### config.mk
export PLATFORM = sky130hd
export DESIGN_NAME = serb_result_word
export DESIGN_NICKNAME = d
export VERILOG_FILES = /design/src/verilog/serb_pkg.sv /design/src/verilog/serb_result_word.sv
export VERILOG_INCLUDE_DIRS = /design/src /design/src/verilog
export SDC_FILE = /design/constraint.sdc
export NUM_CORES = 1
export LEC_CHECK = 0
export BUFFER_PORTS_ARGS = -buffer_cell sky130_fd_sc_hd__buf_2
export CAP_MARGIN = 10
export CORE_MARGIN = 1.5
export CORE_UTILIZATION = 25
export CTS_CLUSTER_DIAMETER = 200
export CTS_CLUSTER_SIZE = 28
export DETAILED_ROUTE_END_ITERATION = 10
export GPL_TIMING_DRIVEN = 0
export SLEW_MARGIN = 20
export SYNTH_ARGS = -nofsm -noshare
export SYNTH_HDL_FRONTEND = slang
export SYNTH_SLANG_ARGS = --single-unit
### constraint.sdc
create_clock -name sys_clk -period 2.6 [get_ports sys_clk]
set_input_delay 0.13 -clock sys_clk [delete_from_list [all_inputs] [get_ports sys_clk]]
set_output_delay 0.13 -clock sys_clk [all_outputs]
set_load 0.005 [all_outputs]
### src/verilog/serb_consts.svh
// constants for the serial encoder result word block
//
// Behaviour
// - bit 31 shows reception timeout, every protocol
// - single-frame: bit 30 shows frame CRC error
// - codes 000111, 101010: encoder error bit in 29
// - single-frame: position upper eight bits in 7:0
// - codes 111000, 101101: two frames, position CRC 30
// - two-frame: additional-data CRC error in bit 29
// - two-frame: error bits in 27 and 26
// - two-frame: warning 23, reference mark 22, busy 21
// - two-frame: echoed range select code in 20:16
// - two-frame: additional data value in 15:0
// - motor encoder 00D8: error code in 23:8
// - motor encoder other codes: status summary 23:8
// - motor encoder: multi-turn upper seven bits 6:0
// - result word read-only, writes ignored
// - data ready shows 1 done, 0 in progress
`ifndef SERB_CONSTS_SVH
`define SERB_CONSTS_SVH

// apb map
`define SERB_ADDR_W 4
`define SERB_OFS_CTRL 4'h0
`define SERB_OFS_RESULT_B 4'h4

// control word fields
`define SERB_CTRL_CMD_HI 31
`define SERB_CTRL_CMD_LO 16
`define SERB_CTRL_READY_BIT 10
`define SERB_CTRL_PROTO_HI 1
`define SERB_CTRL_PROTO_LO 0
`define SERB_CTRL_RESET 32'h0000_0000
`define SERB_RESULT_RESET 32'h0000_0000

// result word fields
`define SERB_B_TIMEOUT 31
`define SERB_B_CRC_P 30
`define SERB_B_ERR_SINGLE 29
`define SERB_B_CRC_ADD 29
`define SERB_B_ERR1 27
`define SERB_B_ERR2 26
`define SERB_B_WARN 23
`define SERB_B_REFM 22
`define SERB_B_BUSY 21
`define SERB_B_MRS_HI 20
`define SERB_B_MRS_LO 16
`define SERB_B_ADD_HI 15
`define SERB_B_POS8_HI 7
`define SERB_B_MTE_HI 23
`define SERB_B_MTE_LO 8
`define SERB_B_MT7_HI 6

// command codes
`define SERB_CMD_POS_A 6'h07
`define SERB_CMD_POS_B 6'h2A
`define SERB_CMD_ADD_A 6'h38
`define SERB_CMD_ADD_B 6'h2D
`define SERB_MCMD_ERRCODE 16'h00D8

`endif

### src/verilog/serb_pkg.sv
// types shared by the serial encoder result word block
package serb_pkg;

    typedef enum logic [1:0] {
        SERB_PROTO_STATUS,
        SERB_PROTO_CMD,
        SERB_PROTO_MOTOR
    } serb_proto_t;

    // decoded content of one completed reception
    typedef struct packed {
        logic timeout;
        logic crc_pos;
        logic crc_add;
        logic err1;
        logic err2;
        logic encoder_warning_flag;
        logic reference_mark_flag;
        logic busy;
        logic [4:0] memory_range_select_code;
        logic [15:0] add_data;
        logic [7:0] pos_upper8;
        logic [15:0] mte_error_code;
        logic [15:0] mte_status;
        logic [6:0] multiturn_upper7;
    } serb_rx_t;

    typedef struct packed {
        logic psel;
        logic penable;
        logic pwrite;
        logic [3:0] paddr;
        logic [31:0] pwdata;
    } serb_apb_req_t;

    typedef struct packed {
        logic pready;
        logic pslverr;
        logic [31:0] prdata;
    } serb_apb_rsp_t;

endpackage : serb_pkg

### src/verilog/serb_result_word.sv
// serial encoder result word b: apb slave, word assembly and data ready
//
// Our own choices: the APB interface to the registers and the register offsets.
`timescale 1ns/10ps
`default_nettype none
`include "serb_consts.svh"

module serb_result_word (
    // clock and reset
    input wire logic sys_clk,
    input wire logic reset_n,
    // apb slave
    input wire serb_pkg::serb_apb_req_t apb_req,
    output serb_pkg::serb_apb_rsp_t apb_rsp,
    // receiver side
    input wire logic rx_start,
    input wire logic rx_done,
    input wire serb_pkg::serb_rx_t rx_data,
    output logic [15:0] cmd_code,
    output serb_pkg::serb_proto_t proto_sel
);
    import serb_pkg::*;

    logic [31:0] word_q;
    logic [31:0] word_d;
    logic ready_q;
    logic [15:0] cmd_q;
    serb_proto_t proto_q;
    logic [31:0] rdata_q;
    logic slverr_q;
    logic acc;
    logic hit_ctrl;
    logic hit_res;

    function automatic logic is_two_frame(input logic [15:0] cmd);
        logic [5:0] c;
        c = cmd[5:0];
        return (c == `SERB_CMD_ADD_A) || (c == `SERB_CMD_ADD_B);
    endfunction : is_two_frame

    function automatic logic [31:0] build_word(input serb_proto_t p, input logic [15:0] cmd,
                                               input serb_rx_t r);
        logic [31:0] w;
        w = `SERB_RESULT_RESET;
        w[`SERB_B_TIMEOUT] = r.timeout;
        unique case (p)
            SERB_PROTO_CMD: begin
                w[`SERB_B_CRC_P] = r.crc_pos;
                if (is_two_frame(cmd)) begin
                    w[`SERB_B_CRC_ADD] = r.crc_add;
                    w[`SERB_B_ERR1] = r.err1;
                    w[`SERB_B_ERR2] = r.err2;
                    w[`SERB_B_WARN] = r.encoder_warning_flag;
                    w[`SERB_B_REFM] = r.reference_mark_flag;
                    w[`SERB_B_BUSY] = r.busy;
                    w[`SERB_B_MRS_HI:`SERB_B_MRS_LO] = r.memory_range_select_code;
                    w[`SERB_B_ADD_HI:0] = r.add_data;
                end else begin
                    // other codes get the single-frame layout too
                    w[`SERB_B_ERR_SINGLE] = r.err1;
                    w[`SERB_B_POS8_HI:0] = r.pos_upper8;
                end
            end
            SERB_PROTO_MOTOR: begin
                w[`SERB_B_CRC_P] = r.crc_pos;
                if (cmd == `SERB_MCMD_ERRCODE) begin
                    w[`SERB_B_MTE_HI:`SERB_B_MTE_LO] = r.mte_error_code;
                end else begin
                    w[`SERB_B_MTE_HI:`SERB_B_MTE_LO] = r.mte_status;
                end
                w[`SERB_B_MT7_HI:0] = r.multiturn_upper7;
            end
            default: begin
                // status-only or unused protocol code: only the timeout flag is meaningful
                w[`SERB_B_TIMEOUT] = r.timeout;
            end
        endcase
        return w;
    endfunction : build_word

    assign word_d = build_word(proto_q, cmd_q, rx_data);
    assign acc = apb_req.psel && apb_req.penable;
    assign hit_ctrl = apb_req.paddr == `SERB_OFS_CTRL;
    assign hit_res = apb_req.paddr == `SERB_OFS_RESULT_B;

    // result word latches only on reception done
    always_ff @(posedge sys_clk or negedge reset_n) begin
        if (!reset_n) begin
            word_q <= `SERB_RESULT_RESET;
        end else if (rx_done) begin
            word_q <= word_d;
        end
    end

    // done wins over a start in the same cycle
    always_ff @(posedge sys_clk or negedge reset_n) begin
        if (!reset_n) begin
            ready_q <= 1'b0;
        end else if (rx_done) begin
            ready_q <= 1'b1;
        end else if (rx_start) begin
            ready_q <= 1'b0;
        end
    end

    // control: writes to the result word fall through untouched
    always_ff @(posedge sys_clk or negedge reset_n) begin
        if (!reset_n) begin
            cmd_q <= 16'(`SERB_CTRL_RESET >> `SERB_CTRL_CMD_LO);
            proto_q <= SERB_PROTO_STATUS;
        end else if (acc && apb_req.pwrite && hit_ctrl) begin
            cmd_q <= apb_req.pwdata[`SERB_CTRL_CMD_HI:`SERB_CTRL_CMD_LO];
            proto_q <= serb_proto_t'(apb_req.pwdata[`SERB_CTRL_PROTO_HI:`SERB_CTRL_PROTO_LO]);
        end
    end

    // read data registered in the setup cycle so the access cycle answers at once
    always_ff @(posedge sys_clk or negedge reset_n) begin
        if (!reset_n) begin
            rdata_q <= 32'h0000_0000;
            slverr_q <= 1'b0;
        end else if (apb_req.psel && !apb_req.penable) begin
            rdata_q <= 32'h0000_0000;
            slverr_q <= !(hit_ctrl || hit_res);
            if (!apb_req.pwrite && hit_res) begin
                rdata_q <= word_q;
            end else if (!apb_req.pwrite && hit_ctrl) begin
                rdata_q <= {cmd_q, 5'h00, ready_q, 8'h00, 2'(proto_q)};
            end
        end
    end

    assign apb_rsp = {1'b1, acc && slverr_q, rdata_q};
    assign cmd_code = cmd_q;
    assign proto_sel = proto_q;

    // checks
    property p_timeout;
        @(posedge sys_clk) disable iff (!reset_n)
        rx_done |=> word_q[`SERB_B_TIMEOUT] == $past(rx_data.timeout);
    endproperty
    a_timeout: assert property (p_timeout) else $error("timeout flag not captured");

    property p_crc_pos;
        @(posedge sys_clk) disable iff (!reset_n)
        rx_done && (proto_q == SERB_PROTO_CMD || proto_q == SERB_PROTO_MOTOR)
            |=> word_q[`SERB_B_CRC_P] == $past(rx_data.crc_pos);
    endproperty
    a_crc_pos: assert property (p_crc_pos) else $error("position crc flag wrong");

    property p_single_err;
        @(posedge sys_clk) disable iff (!reset_n)
        rx_done && proto_q == SERB_PROTO_CMD && cmd_q[5:0] == `SERB_CMD_POS_A
            |=> word_q[`SERB_B_ERR_SINGLE] == $past(rx_data.err1)
                && word_q[28:8] == 21'h0;
    endproperty
    a_single_err: assert property (p_single_err) else $error("single-frame error bit wrong");

    property p_single_pos;
        @(posedge sys_clk) disable iff (!reset_n)
        rx_done && proto_q == SERB_PROTO_CMD && cmd_q[5:0] == `SERB_CMD_POS_B
            |=> word_q[7:0] == $past(rx_data.pos_upper8);
    endproperty
    a_single_pos: assert property (p_single_pos) else $error("position upper bits wrong");

    property p_two_crc;
        @(posedge sys_clk) disable iff (!reset_n)
        rx_done && proto_q == SERB_PROTO_CMD && is_two_frame(cmd_q)
            |=> word_q[30:29] == {$past(rx_data.crc_pos), $past(rx_data.crc_add)}
                && !word_q[28];
    endproperty
    a_two_crc: assert property (p_two_crc) else $error("two-frame crc flags wrong");

    property p_two_status;
        @(posedge sys_clk) disable iff (!reset_n)
        rx_done && proto_q == SERB_PROTO_CMD && cmd_q[5:0] == `SERB_CMD_ADD_A
            |=> word_q[27:21] == {$past(rx_data.err1), $past(rx_data.err2), 2'b00,
                $past(rx_data.encoder_warning_flag), $past(rx_data.reference_mark_flag),
                $past(rx_data.busy)};
    endproperty
    a_two_status: assert property (p_two_status) else $error("two-frame status bits wrong");

    property p_two_data;
        @(posedge sys_clk) disable iff (!reset_n)
        rx_done && proto_q == SERB_PROTO_CMD && cmd_q[5:0] == `SERB_CMD_ADD_B
            |=> word_q[20:0] == {$past(rx_data.memory_range_select_code), $past(rx_data.add_data)};
    endproperty
    a_two_data: assert property (p_two_data) else $error("range code or data wrong");

    property p_motor;
        @(posedge sys_clk) disable iff (!reset_n)
        rx_done && proto_q == SERB_PROTO_MOTOR
            |=> word_q[23:8] == ($past(cmd_q) == `SERB_MCMD_ERRCODE ? $past(rx_data.mte_error_code)
                : $past(rx_data.mte_status))
                && word_q[7:0] == {1'b0, $past(rx_data.multiturn_upper7)};
    endproperty
    a_motor: assert property (p_motor) else $error("motor encoder fields wrong");

    property p_hold;
        @(posedge sys_clk) disable iff (!reset_n)
        !rx_done |=> $stable(word_q);
    endproperty
    a_hold: assert property (p_hold) else $error("result word changed without reception");

    property p_ready;
        @(posedge sys_clk) disable iff (!reset_n)
        rx_start && !rx_done ##1 !rx_done [*2] |-> !ready_q;
    endproperty
    a_ready: assert property (p_ready) else $error("ready set during reception");

    property p_read_only;
        @(posedge sys_clk) disable iff (!reset_n)
        acc && apb_req.pwrite && hit_res && !rx_done |-> !apb_rsp.pslverr ##1 $stable(word_q);
    endproperty
    a_read_only: assert property (p_read_only) else $error("write altered result word");

    property p_ready_set;
        @(posedge sys_clk) disable iff (!reset_n)
        rx_done |=> ready_q;
    endproperty
    a_ready_set: assert property (p_ready_set) else $error("ready not set on done");

    property p_ready_clear;
        @(posedge sys_clk) disable iff (!reset_n)
        rx_start && !rx_done |=> !ready_q;
    endproperty
    a_ready_clear: assert property (p_ready_clear) else $error("ready not cleared on start");

    property p_ready_hold;
        @(posedge sys_clk) disable iff (!reset_n)
        !rx_start && !rx_done |=> $stable(ready_q);
    endproperty
    a_ready_hold: assert property (p_ready_hold) else $error("ready changed without event");

    property p_unmapped;
        @(posedge sys_clk) disable iff (!reset_n)
        acc && !(hit_ctrl || hit_res) |-> apb_rsp.pslverr;
    endproperty
    a_unmapped: assert property (p_unmapped) else $error("unmapped access not refused");

    property p_result_no_err;
        @(posedge sys_clk) disable iff (!reset_n)
        acc && hit_res |-> !apb_rsp.pslverr;
    endproperty
    a_result_no_err: assert property (p_result_no_err) else $error("result access errored");

    property p_result_read;
        @(posedge sys_clk) disable iff (!reset_n)
        acc && !apb_req.pwrite && hit_res && !$past(apb_req.penable)
            |-> apb_rsp.prdata == $past(word_q);
    endproperty
    a_result_read: assert property (p_result_read) else $error("result read data wrong");

    property p_ctrl_read;
        @(posedge sys_clk) disable iff (!reset_n)
        acc && !apb_req.pwrite && hit_ctrl && !$past(apb_req.penable)
            |-> apb_rsp.prdata[`SERB_CTRL_READY_BIT] == $past(ready_q)
                && apb_rsp.prdata[15:11] == 5'h00 && apb_rsp.prdata[9:2] == 8'h00;
    endproperty
    a_ctrl_read: assert property (p_ctrl_read) else $error("data ready bit read wrong");

    property p_status_proto;
        @(posedge sys_clk) disable iff (!reset_n)
        rx_done && proto_q == SERB_PROTO_STATUS |=> word_q[30:0] == 31'h0;
    endproperty
    a_status_proto: assert property (p_status_proto) else $error("status-only word not clear");

    property p_single_layout;
        @(posedge sys_clk) disable iff (!reset_n)
        rx_done && proto_q == SERB_PROTO_CMD && !is_two_frame(cmd_q)
            |=> word_q[30:0] == {$past(rx_data.crc_pos), $past(rx_data.err1), 21'h0,
                $past(rx_data.pos_upper8)};
    endproperty
    a_single_layout: assert property (p_single_layout) else $error("single-frame word wrong");

    property p_two_reserved;
        @(posedge sys_clk) disable iff (!reset_n)
        rx_done && proto_q == SERB_PROTO_CMD && is_two_frame(cmd_q)
            |=> !word_q[28] && word_q[25:24] == 2'b00;
    endproperty
    a_two_reserved: assert property (p_two_reserved) else $error("two-frame reserved bits set");

    property p_two_data_a;
        @(posedge sys_clk) disable iff (!reset_n)
        rx_done && proto_q == SERB_PROTO_CMD && cmd_q[5:0] == `SERB_CMD_ADD_A
            |=> word_q[20:0] == {$past(rx_data.memory_range_select_code), $past(rx_data.add_data)};
    endproperty
    a_two_data_a: assert property (p_two_data_a) else $error("range code echo wrong");

    property p_two_status_b;
        @(posedge sys_clk) disable iff (!reset_n)
        rx_done && proto_q == SERB_PROTO_CMD && cmd_q[5:0] == `SERB_CMD_ADD_B
            |=> word_q[27:21] == {$past(rx_data.err1), $past(rx_data.err2), 2'b00,
                $past(rx_data.encoder_warning_flag), $past(rx_data.reference_mark_flag),
                $past(rx_data.busy)};
    endproperty
    a_two_status_b: assert property (p_two_status_b) else $error("two-frame error bits wrong");

    property p_motor_reserved;
        @(posedge sys_clk) disable iff (!reset_n)
        rx_done && proto_q == SERB_PROTO_MOTOR
            |=> word_q[30:24] == {$past(rx_data.crc_pos), 6'h00} && !word_q[7];
    endproperty
    a_motor_reserved: assert property (p_motor_reserved) else $error("motor reserved bits set");

    property p_motor_status;
        @(posedge sys_clk) disable iff (!reset_n)
        rx_done && proto_q == SERB_PROTO_MOTOR && cmd_q != `SERB_MCMD_ERRCODE
            |=> word_q[23:8] == $past(rx_data.mte_status);
    endproperty
    a_motor_status: assert property (p_motor_status) else $error("motor status summary wrong");

endmodule : serb_result_word
`default_nettype wire

After elaboration in Yosys (flattened, before gate mapping) --
Cells that the tools add are included.
Word-level totals: register bits 81, output and inout port bits 52, input port bits 119
Operators by class: mux-type cells 15, eq/ne operators 6, reduce and logical (&&, ||, !) cells 15
Operator list (count):
- 32-bit 2-to-1 mux | 2
- 16-bit 2-to-1 mux | 2
- 16-bit one-hot mux with 2 select lines | 1
- 16-bit by 8-bit == test with 1-bit output, second input constant | 1
- 7-bit one-hot mux with 2 select lines | 1
- 6-bit == test, second input constant | 2
- 8-bit 2-to-1 mux | 1
- 1-bit logical AND | 7
- 1-bit 2-to-1 mux | 6
- 4-bit by 3-bit == test with 1-bit output, second input constant | 1
- 4-bit zero test | 1
- 2-bit 2-to-1 mux | 2
- 1-bit zero test | 3
- 2-bit by 1-bit == test with 1-bit output, second input constant | 1
- 2-bit == test, second input constant | 1
- 1-bit logical OR | 2
- 2-bit nonzero test | 1
- 2-bit OR reduction | 1

Longest topological paths before layout --
depth after elaboration 4, gate-level depth with buffers 8, depth with buffers taken out 6

Least setup slack after synthesis --
OpenSTA, ideal clock, no wires.
path type register -> register, start point register cmd_q[10] (netlist: cmd_code[10]), end point register word_q[23], slack 639 ps, stages on the path, launching flop included 7, data required time 2472 ps, clock period less this slack 1961 ps, data arrival time 1833 ps, path through dfrtp_1 > or4b_1 > or4_1 > buf_6 > buf_12 > o211ai_2 > a31oi_1
Between the ends: word-level cells in the longest chain between the ends 3
RTL lines:
- start: declaration | line serb_result_word.sv:27 | logic [15:0] cmd_q;
- start signal: assignment | line serb_result_word.sv:109 | cmd_q <= 16'(`SERB_CTRL_RESET >> `SERB_CTRL_CMD_LO);
- start signal: assignment | line serb_result_word.sv:112 | cmd_q <= apb_req.pwdata[`SERB_CTRL_CMD_HI:`SERB_CTRL_CMD_LO];
- 16-bit by 8-bit == test with 1-bit output (no line)
- 16-bit 2-to-1 mux | line serb_result_word.sv:66 | if (cmd == `SERB_MCMD_ERRCODE) begin
- 16-bit one-hot mux with 2 select lines | line serb_result_word.sv:46 | unique case (p)
- end signal: assignment | line serb_result_word.sv:89 | word_q <= `SERB_RESULT_RESET;
- end signal: assignment | line serb_result_word.sv:91 | word_q <= word_d;
- end: declaration | line serb_result_word.sv:24 | logic [31:0] word_q;
No other way between the ends. A chain may end at the register's enable or synchronous reset.

Worst setup path after layout --
start point register cmd_q[1] (netlist: cmd_code[1]), end point register word_q[8]
Between the ends: word-level cells in the longest chain between the ends 4, elaborated cells between the ends (all ways) 7, those cells by class eq/ne: 3; mux: 3; reduce/logical: 1
RTL lines:
- 6-bit == test (no line)
- 1-bit logical OR | line serb_result_word.sv:38 | return (c == `SERB_CMD_ADD_A) || (c == `SERB_CMD_ADD_B);
- 16-bit 2-to-1 mux | line serb_result_word.sv:49 | if (is_two_frame(cmd)) begin
- 16-bit one-hot mux with 2 select lines (*) | line serb_result_word.sv:46
Mark *: on every way between the ends. The rest lies on a longest branch, timed or not.

==> impl_results.html <==
<table>
<tr><th>Metric</th><th>Value</th></tr>
<tr><th colspan="2">Clock tree</th></tr>
<tr><td>H-tree levels</td><td>3</td></tr>
<tr><td>Clock tree root buffer cell</td><td>sky130_fd_sc_hd__clkbuf_16</td></tr>
<tr><td>Source-to-sink clock delay at the later pin of the worst-skew pair</td><td>0.34 ns</td></tr>
<tr><td>TritonCTS clock tree</td><td>yes</td></tr>
<tr><td>Total clock sinks</td><td>81</td></tr>
<tr><td>Total clock buffers created by CTS</td><td>9</td></tr>
<tr><td>Clock transition time at the flip-flop clock pins of the worst setup and hold paths</td><td>0.07 ns</td></tr>
<tr><td>Number of buffers on the longest clock path</td><td>2</td></tr>
<tr><th colspan="2">Power</th></tr>
<tr><td>Max IR drop VDD</td><td>0.355 mV</td></tr>
<tr><td>Leakage component of the power</td><td>2.64 nW</td></tr>
<tr><td>PwrDens</td><td>653 nW/um^2</td></tr>
<tr><th colspan="2">Finish</th></tr>
<tr><td>Final net count</td><td>638</td></tr>
<tr><td>Antenna cells</td><td>0</td></tr>
<tr><td>Fillcell total</td><td>1556</td></tr>
<tr><td>Area Growth Syn to Fin</td><td>36.4%</td></tr>
<tr><td>Layout cell share with drive strength beyond 1</td><td>41.4%</td></tr>
<tr><td>Fin cells</td><td>710</td></tr>
<tr><th colspan="2">Placement</th></tr>
<tr><td>DP HPWL</td><td>10300 microns</td></tr>
<tr><td>Placed Cells</td><td>690</td></tr>
<tr><td>Routability Congestion</td><td>0.802</td></tr>
<tr><td>Count of port buffers added during placement</td><td>155</td></tr>
<tr><th colspan="2">Synth</th></tr>
<tr><td>Fraction of the yosys area taken by sequential cells</td><td>51.9%</td></tr>
<tr><td>Dominant register cell in the synthesized netlist</td><td>sky130_fd_sc_hd__dfrtp_1</td></tr>
<tr><td>Ranking of synthesized cells by area</td><td>sky130_fd_sc_hd__dfrtp_1, sky130_fd_sc_hd__mux2_2, sky130_fd_sc_hd__a222oi_1</td></tr>
<tr><td>Number of flops mapped to enable cells by yosys</td><td>0</td></tr>
<tr><td>Asr flop ratio synth</td><td>100%</td></tr>
<tr><td>Number of distinct library cell variants in the gate-level netlist after synthesis</td><td>43</td></tr>
<tr><td>Number of warnings issued by yosys</td><td>0</td></tr>
<tr><td>Synth area leader</td><td>sky130_fd_sc_hd__dfrtp_1</td></tr>
<tr><td>Synth Area per Inst</td><td>11.3 sq um</td></tr>
<tr><td>Syn Std Cell Area</td><td>3900 sq um</td></tr>
<tr><td>Count of mapped cells out of synthesis</td><td>346</td></tr>
<tr><td>Post-synth net total</td><td>467</td></tr>
<tr><td>Post-synthesis sequential element count</td><td>81</td></tr>
<tr><td>Most instantiated library cell after synthesis</td><td>sky130_fd_sc_hd__dfrtp_1</td></tr>
<tr><td>Share of the synthesized area in the top cell type</td><td>51.9%</td></tr>
<tr><td>Synth top cells by count</td><td>sky130_fd_sc_hd__dfrtp_1, sky130_fd_sc_hd__a21oi_1, sky130_fd_sc_hd__inv_1, sky130_fd_sc_hd__clkbuf_1, sky130_fd_sc_hd__mux2_2</td></tr>
<tr><th colspan="2">Route</th></tr>
<tr><td>Routed WL</td><td>13800 microns</td></tr>
<tr><td>DRT Pass-1 Iters</td><td>6</td></tr>
<tr><td>Via Count</td><td>3685</td></tr>
<tr><td>Avg Vias per Cell</td><td>5.19</td></tr>
<tr><td>Number of DRC violations after detailed-routing iteration 0</td><td>239</td></tr>
<tr><td>WL per Instance</td><td>19.4 microns</td></tr>
<tr><td>Post-DRT Antenna Nets</td><td>0</td></tr>
<tr><td>Post-route DRC violation count</td><td>0</td></tr>
<tr><th colspan="2">Floorplan</th></tr>
<tr><td>Placeable core region</td><td>15200 sq um</td></tr>
<tr><td>Die area</td><td>16400 sq um</td></tr>
<tr><td>Initial cell density of the core</td><td>25.7%</td></tr>
<tr><td>Die Y</td><td>128 microns</td></tr>
<tr><td>Number of cell rows</td><td>45</td></tr>
<tr><td>Count of pins on the block boundary</td><td>171</td></tr>
<tr><td>Chip Width</td><td>128 microns</td></tr>
<tr><th colspan="2">Setup path</th></tr>
<tr><td>Startpoint class of the critical path</td><td>flop</td></tr>
<tr><td>Arrival time of data at the critical path endpoint</td><td>2.68 ns</td></tr>
<tr><td>Buf+Inv Stages, Crit Path</td><td>2</td></tr>
<tr><td>Cell occurring most often along the worst timing path</td><td>sky130_fd_sc_hd__clkbuf_1</td></tr>
<tr><td>Category of cells accounting for the largest share of critical-path delay</td><td>simple AND/OR/NAND/NOR gates</td></tr>
<tr><td>Largest stage delay on the critical path</td><td>0.47 ns</td></tr>
<tr><td>Library cell contributing the largest single delay on the critical path</td><td>sky130_fd_sc_hd__nor4b_1</td></tr>
<tr><td>Start-to-end type of the worst setup path</td><td>reg -&gt; reg</td></tr>
<tr><td>Kind of end point of the critical path</td><td>flop</td></tr>
<tr><td>Top fanout value on the critical path</td><td>10</td></tr>
<tr><td>Series of cell instances along the critical path</td><td>nor4b_1 &gt; and4b_1 &gt; clkbuf_1 &gt; clkbuf_1 &gt; nand4_1 &gt; a31oi_1</td></tr>
<tr><td>Required time worst endpoint</td><td>2.85 ns</td></tr>
<tr><th colspan="2">Timing</th></tr>
<tr><td>Final Cycle Share</td><td>93.6%</td></tr>
<tr><td>Setup violators final</td><td>0</td></tr>
<tr><td>Final Hold Violating Endpoints</td><td>0</td></tr>
<tr><td>Final-layout setup total negative slack</td><td>0 ns</td></tr>
<tr><td>Worst clock skew</td><td>0.00926 ns</td></tr>
<tr><td>Min cycle time layout</td><td>2.43 ns</td></tr>
<tr><td>Remaining max-slew budget at the tightest pin</td><td>43.7%</td></tr>
<tr><td>Final Max Tran Viols</td><td>0</td></tr>
<tr><td>Transition time at the pin with the least slew margin</td><td>0.838 ns</td></tr>
<tr><td>Unrepaired setup endpoints after global routing</td><td>no</td></tr>
<tr><td>Maximum achievable frequency</td><td>411 MHz</td></tr>
<tr><th colspan="2">Global route</th></tr>
<tr><td>Vias in the first global route</td><td>3763</td></tr>
<tr><td>Antenna violations before repair</td><td>0</td></tr>
<tr><td>Aggregate global-route resource usage</td><td>16.8%</td></tr>
<tr><td>Overflow after GRT</td><td>0</td></tr>
<tr><td>Pin count of the biggest net entering global routing</td><td>48</td></tr>
<tr><td>Wire length of the first global-routing pass</td><td>20700 microns</td></tr>
<tr><th colspan="2">Job</th></tr>
<tr><td>Number of maximum-capacitance violations</td><td>0</td></tr>
<tr><th colspan="2">Run status</th></tr>
<tr><td>Outcome</td><td>complete, no violations</td></tr>
<tr><th colspan="2">Min path</th></tr>
<tr><td>Classification of the worst-slack hold path</td><td>in -&gt; reg</td></tr>
</table>
==> final timing paths <==
check                                        startpoint  cells after the start  slack [ns]                 endpoint
worst max-delay path            cmd_code[1]$_DFFE_PN0P_                      6        0.17    word_q[8]$_DFFE_PN0P_
worst max register to register  cmd_code[1]$_DFFE_PN0P_                      6        0.17    word_q[8]$_DFFE_PN0P_
worst min-delay path                        rx_data[71]                      3        0.02   word_q[26]$_DFFE_PN0P_
min in group asynchronous                       reset_n                      2        0.31    word_q[0]$_DFFE_PN0P_
worst min register to register   word_q[14]$_DFFE_PN0P_                      1        0.49  rdata_q[14]$_DFFE_PN0P_
max in group asynchronous                       reset_n                      3        1.68  rdata_q[10]$_DFFE_PN0P_
==> through the flow <==
step	worst slack (ns)	power, mW	hold slack [ns]	instance area [sq um]	util [%]
6_report	0.166	3.48	0.0190	5320	35.0
5_1_grt	0.0492	3.64	0.0120	5320	35.0
3_3_place_gp	0.171	2.07	0.327	4910	32.3
4_1_cts	0.0910	3.51	0.00496	5310	34.9
3_5_place_dp	0.102	2.09	0.140	4940	32.5
2_1_floorplan	0.639	1.78	-0.166	3900	-
==> final cells by class <==
cell class / instances / area [sq um] / share of cell area [%]
Sequential cell: 81 / 2030 / 38.1
Multi-Input combinational cell: 209 / 1640 / 30.7
Timing Repair Buffer: 160 / 846 / 15.9
Tap cell: 188 / 235 / 4.42
Clock buffer: 9 / 225 / 4.23
Buffer: 33 / 168 / 3.15
Clock inverter: 7 / 101 / 1.90
Inverter: 23 / 86.3 / 1.62
==> cells by family after synthesis <==
logic type | Yosys count | share of synthesized area [%]
compound gates | 129 | 25.6
fa+ha+maj | 2 | 0.641
buf+inv | 56 | 6.51
flops | 81 | 51.9
mux | 20 | 5.71
other cells | 1 | 0.0961
simple gates | 57 | 9.52
==> layer usage <==
| layer | up-vias | GRT usage, % | share of wire, % |
|---|---|---|---|
| met5 | - | 0 | 0 |
| met3 | 13 | 3.84 | 7.6 |
| met4 | 0 | 3.90 | 0.83 |
| li1 | 1698 | - | - |
| met2 | 176 | 28.7 | 48 |
| met1 | 1798 | 21.6 | 43 |
==> cell usage in the layout, fill, tap and decap left out, types with 3 or more instances in the layout <==
master / n
sky130_fd_sc_hd__a21oi_1: 28
sky130_fd_sc_hd__a222oi_1: 16
sky130_fd_sc_hd__a22o_1: 17
sky130_fd_sc_hd__a22oi_1: 7
sky130_fd_sc_hd__a31oi_1: 10
sky130_fd_sc_hd__a41oi_1: 6
sky130_fd_sc_hd__and2_1: 8
sky130_fd_sc_hd__buf_2: 161
sky130_fd_sc_hd__buf_4: 4
sky130_fd_sc_hd__clkbuf_1: 21
sky130_fd_sc_hd__clkbuf_16: 9
sky130_fd_sc_hd__dfrtp_1: 81
sky130_fd_sc_hd__dlygate4sd3_1: 4
sky130_fd_sc_hd__inv_1: 23
sky130_fd_sc_hd__mux2_2: 18
sky130_fd_sc_hd__nand2_1: 9
sky130_fd_sc_hd__nand2b_1: 4
sky130_fd_sc_hd__nand3_1: 3
sky130_fd_sc_hd__nand4_1: 16
sky130_fd_sc_hd__o211ai_1: 6
sky130_fd_sc_hd__o211ai_2: 10
sky130_fd_sc_hd__o21ai_0: 12
sky130_fd_sc_hd__o221ai_1: 7
sky130_fd_sc_hd__o32ai_1: 7
==> power by group <==
| group | leakage [nW] | internal [mW] | switching [mW] |
|---|---|---|---|
| combinational | 1.39 | 0.259 | 0.325 |
| clock | 0.158 | 0.853 | 0.547 |
| sequential | 1.09 | 1.38 | 0.113 |
==> state kept, by name, summed over array words and instances (netlist names) <==
| register | count |
|---|---|
| word_q | 29 |
| rdata_q | 32 |
| cmd_code | 16 |
| proto_sel | 2 |
| ready_q | 1 |
| slverr_q | 1 |
==> worst min-delay path, stage by stage <==
cell and delay (ns):
sky130_fd_sc_hd__buf_2 0.08, sky130_fd_sc_hd__nand3_1 0.05, sky130_fd_sc_hd__o21ai_0 0.06
==> what timing repair did <==
| action | 4_1_cts | 5_1_grt |
|---|---|---|
| resized for setup | 0 | 2 |
| hold endpoints to repair | 37 | 0 |
| endpoints found under the setup margin | 0 | 10 |
| buffers inserted | 0 | 0 |
| hold buffers | 4 | 0 |
Note: power is estimated with default switching activity, not from simulation.
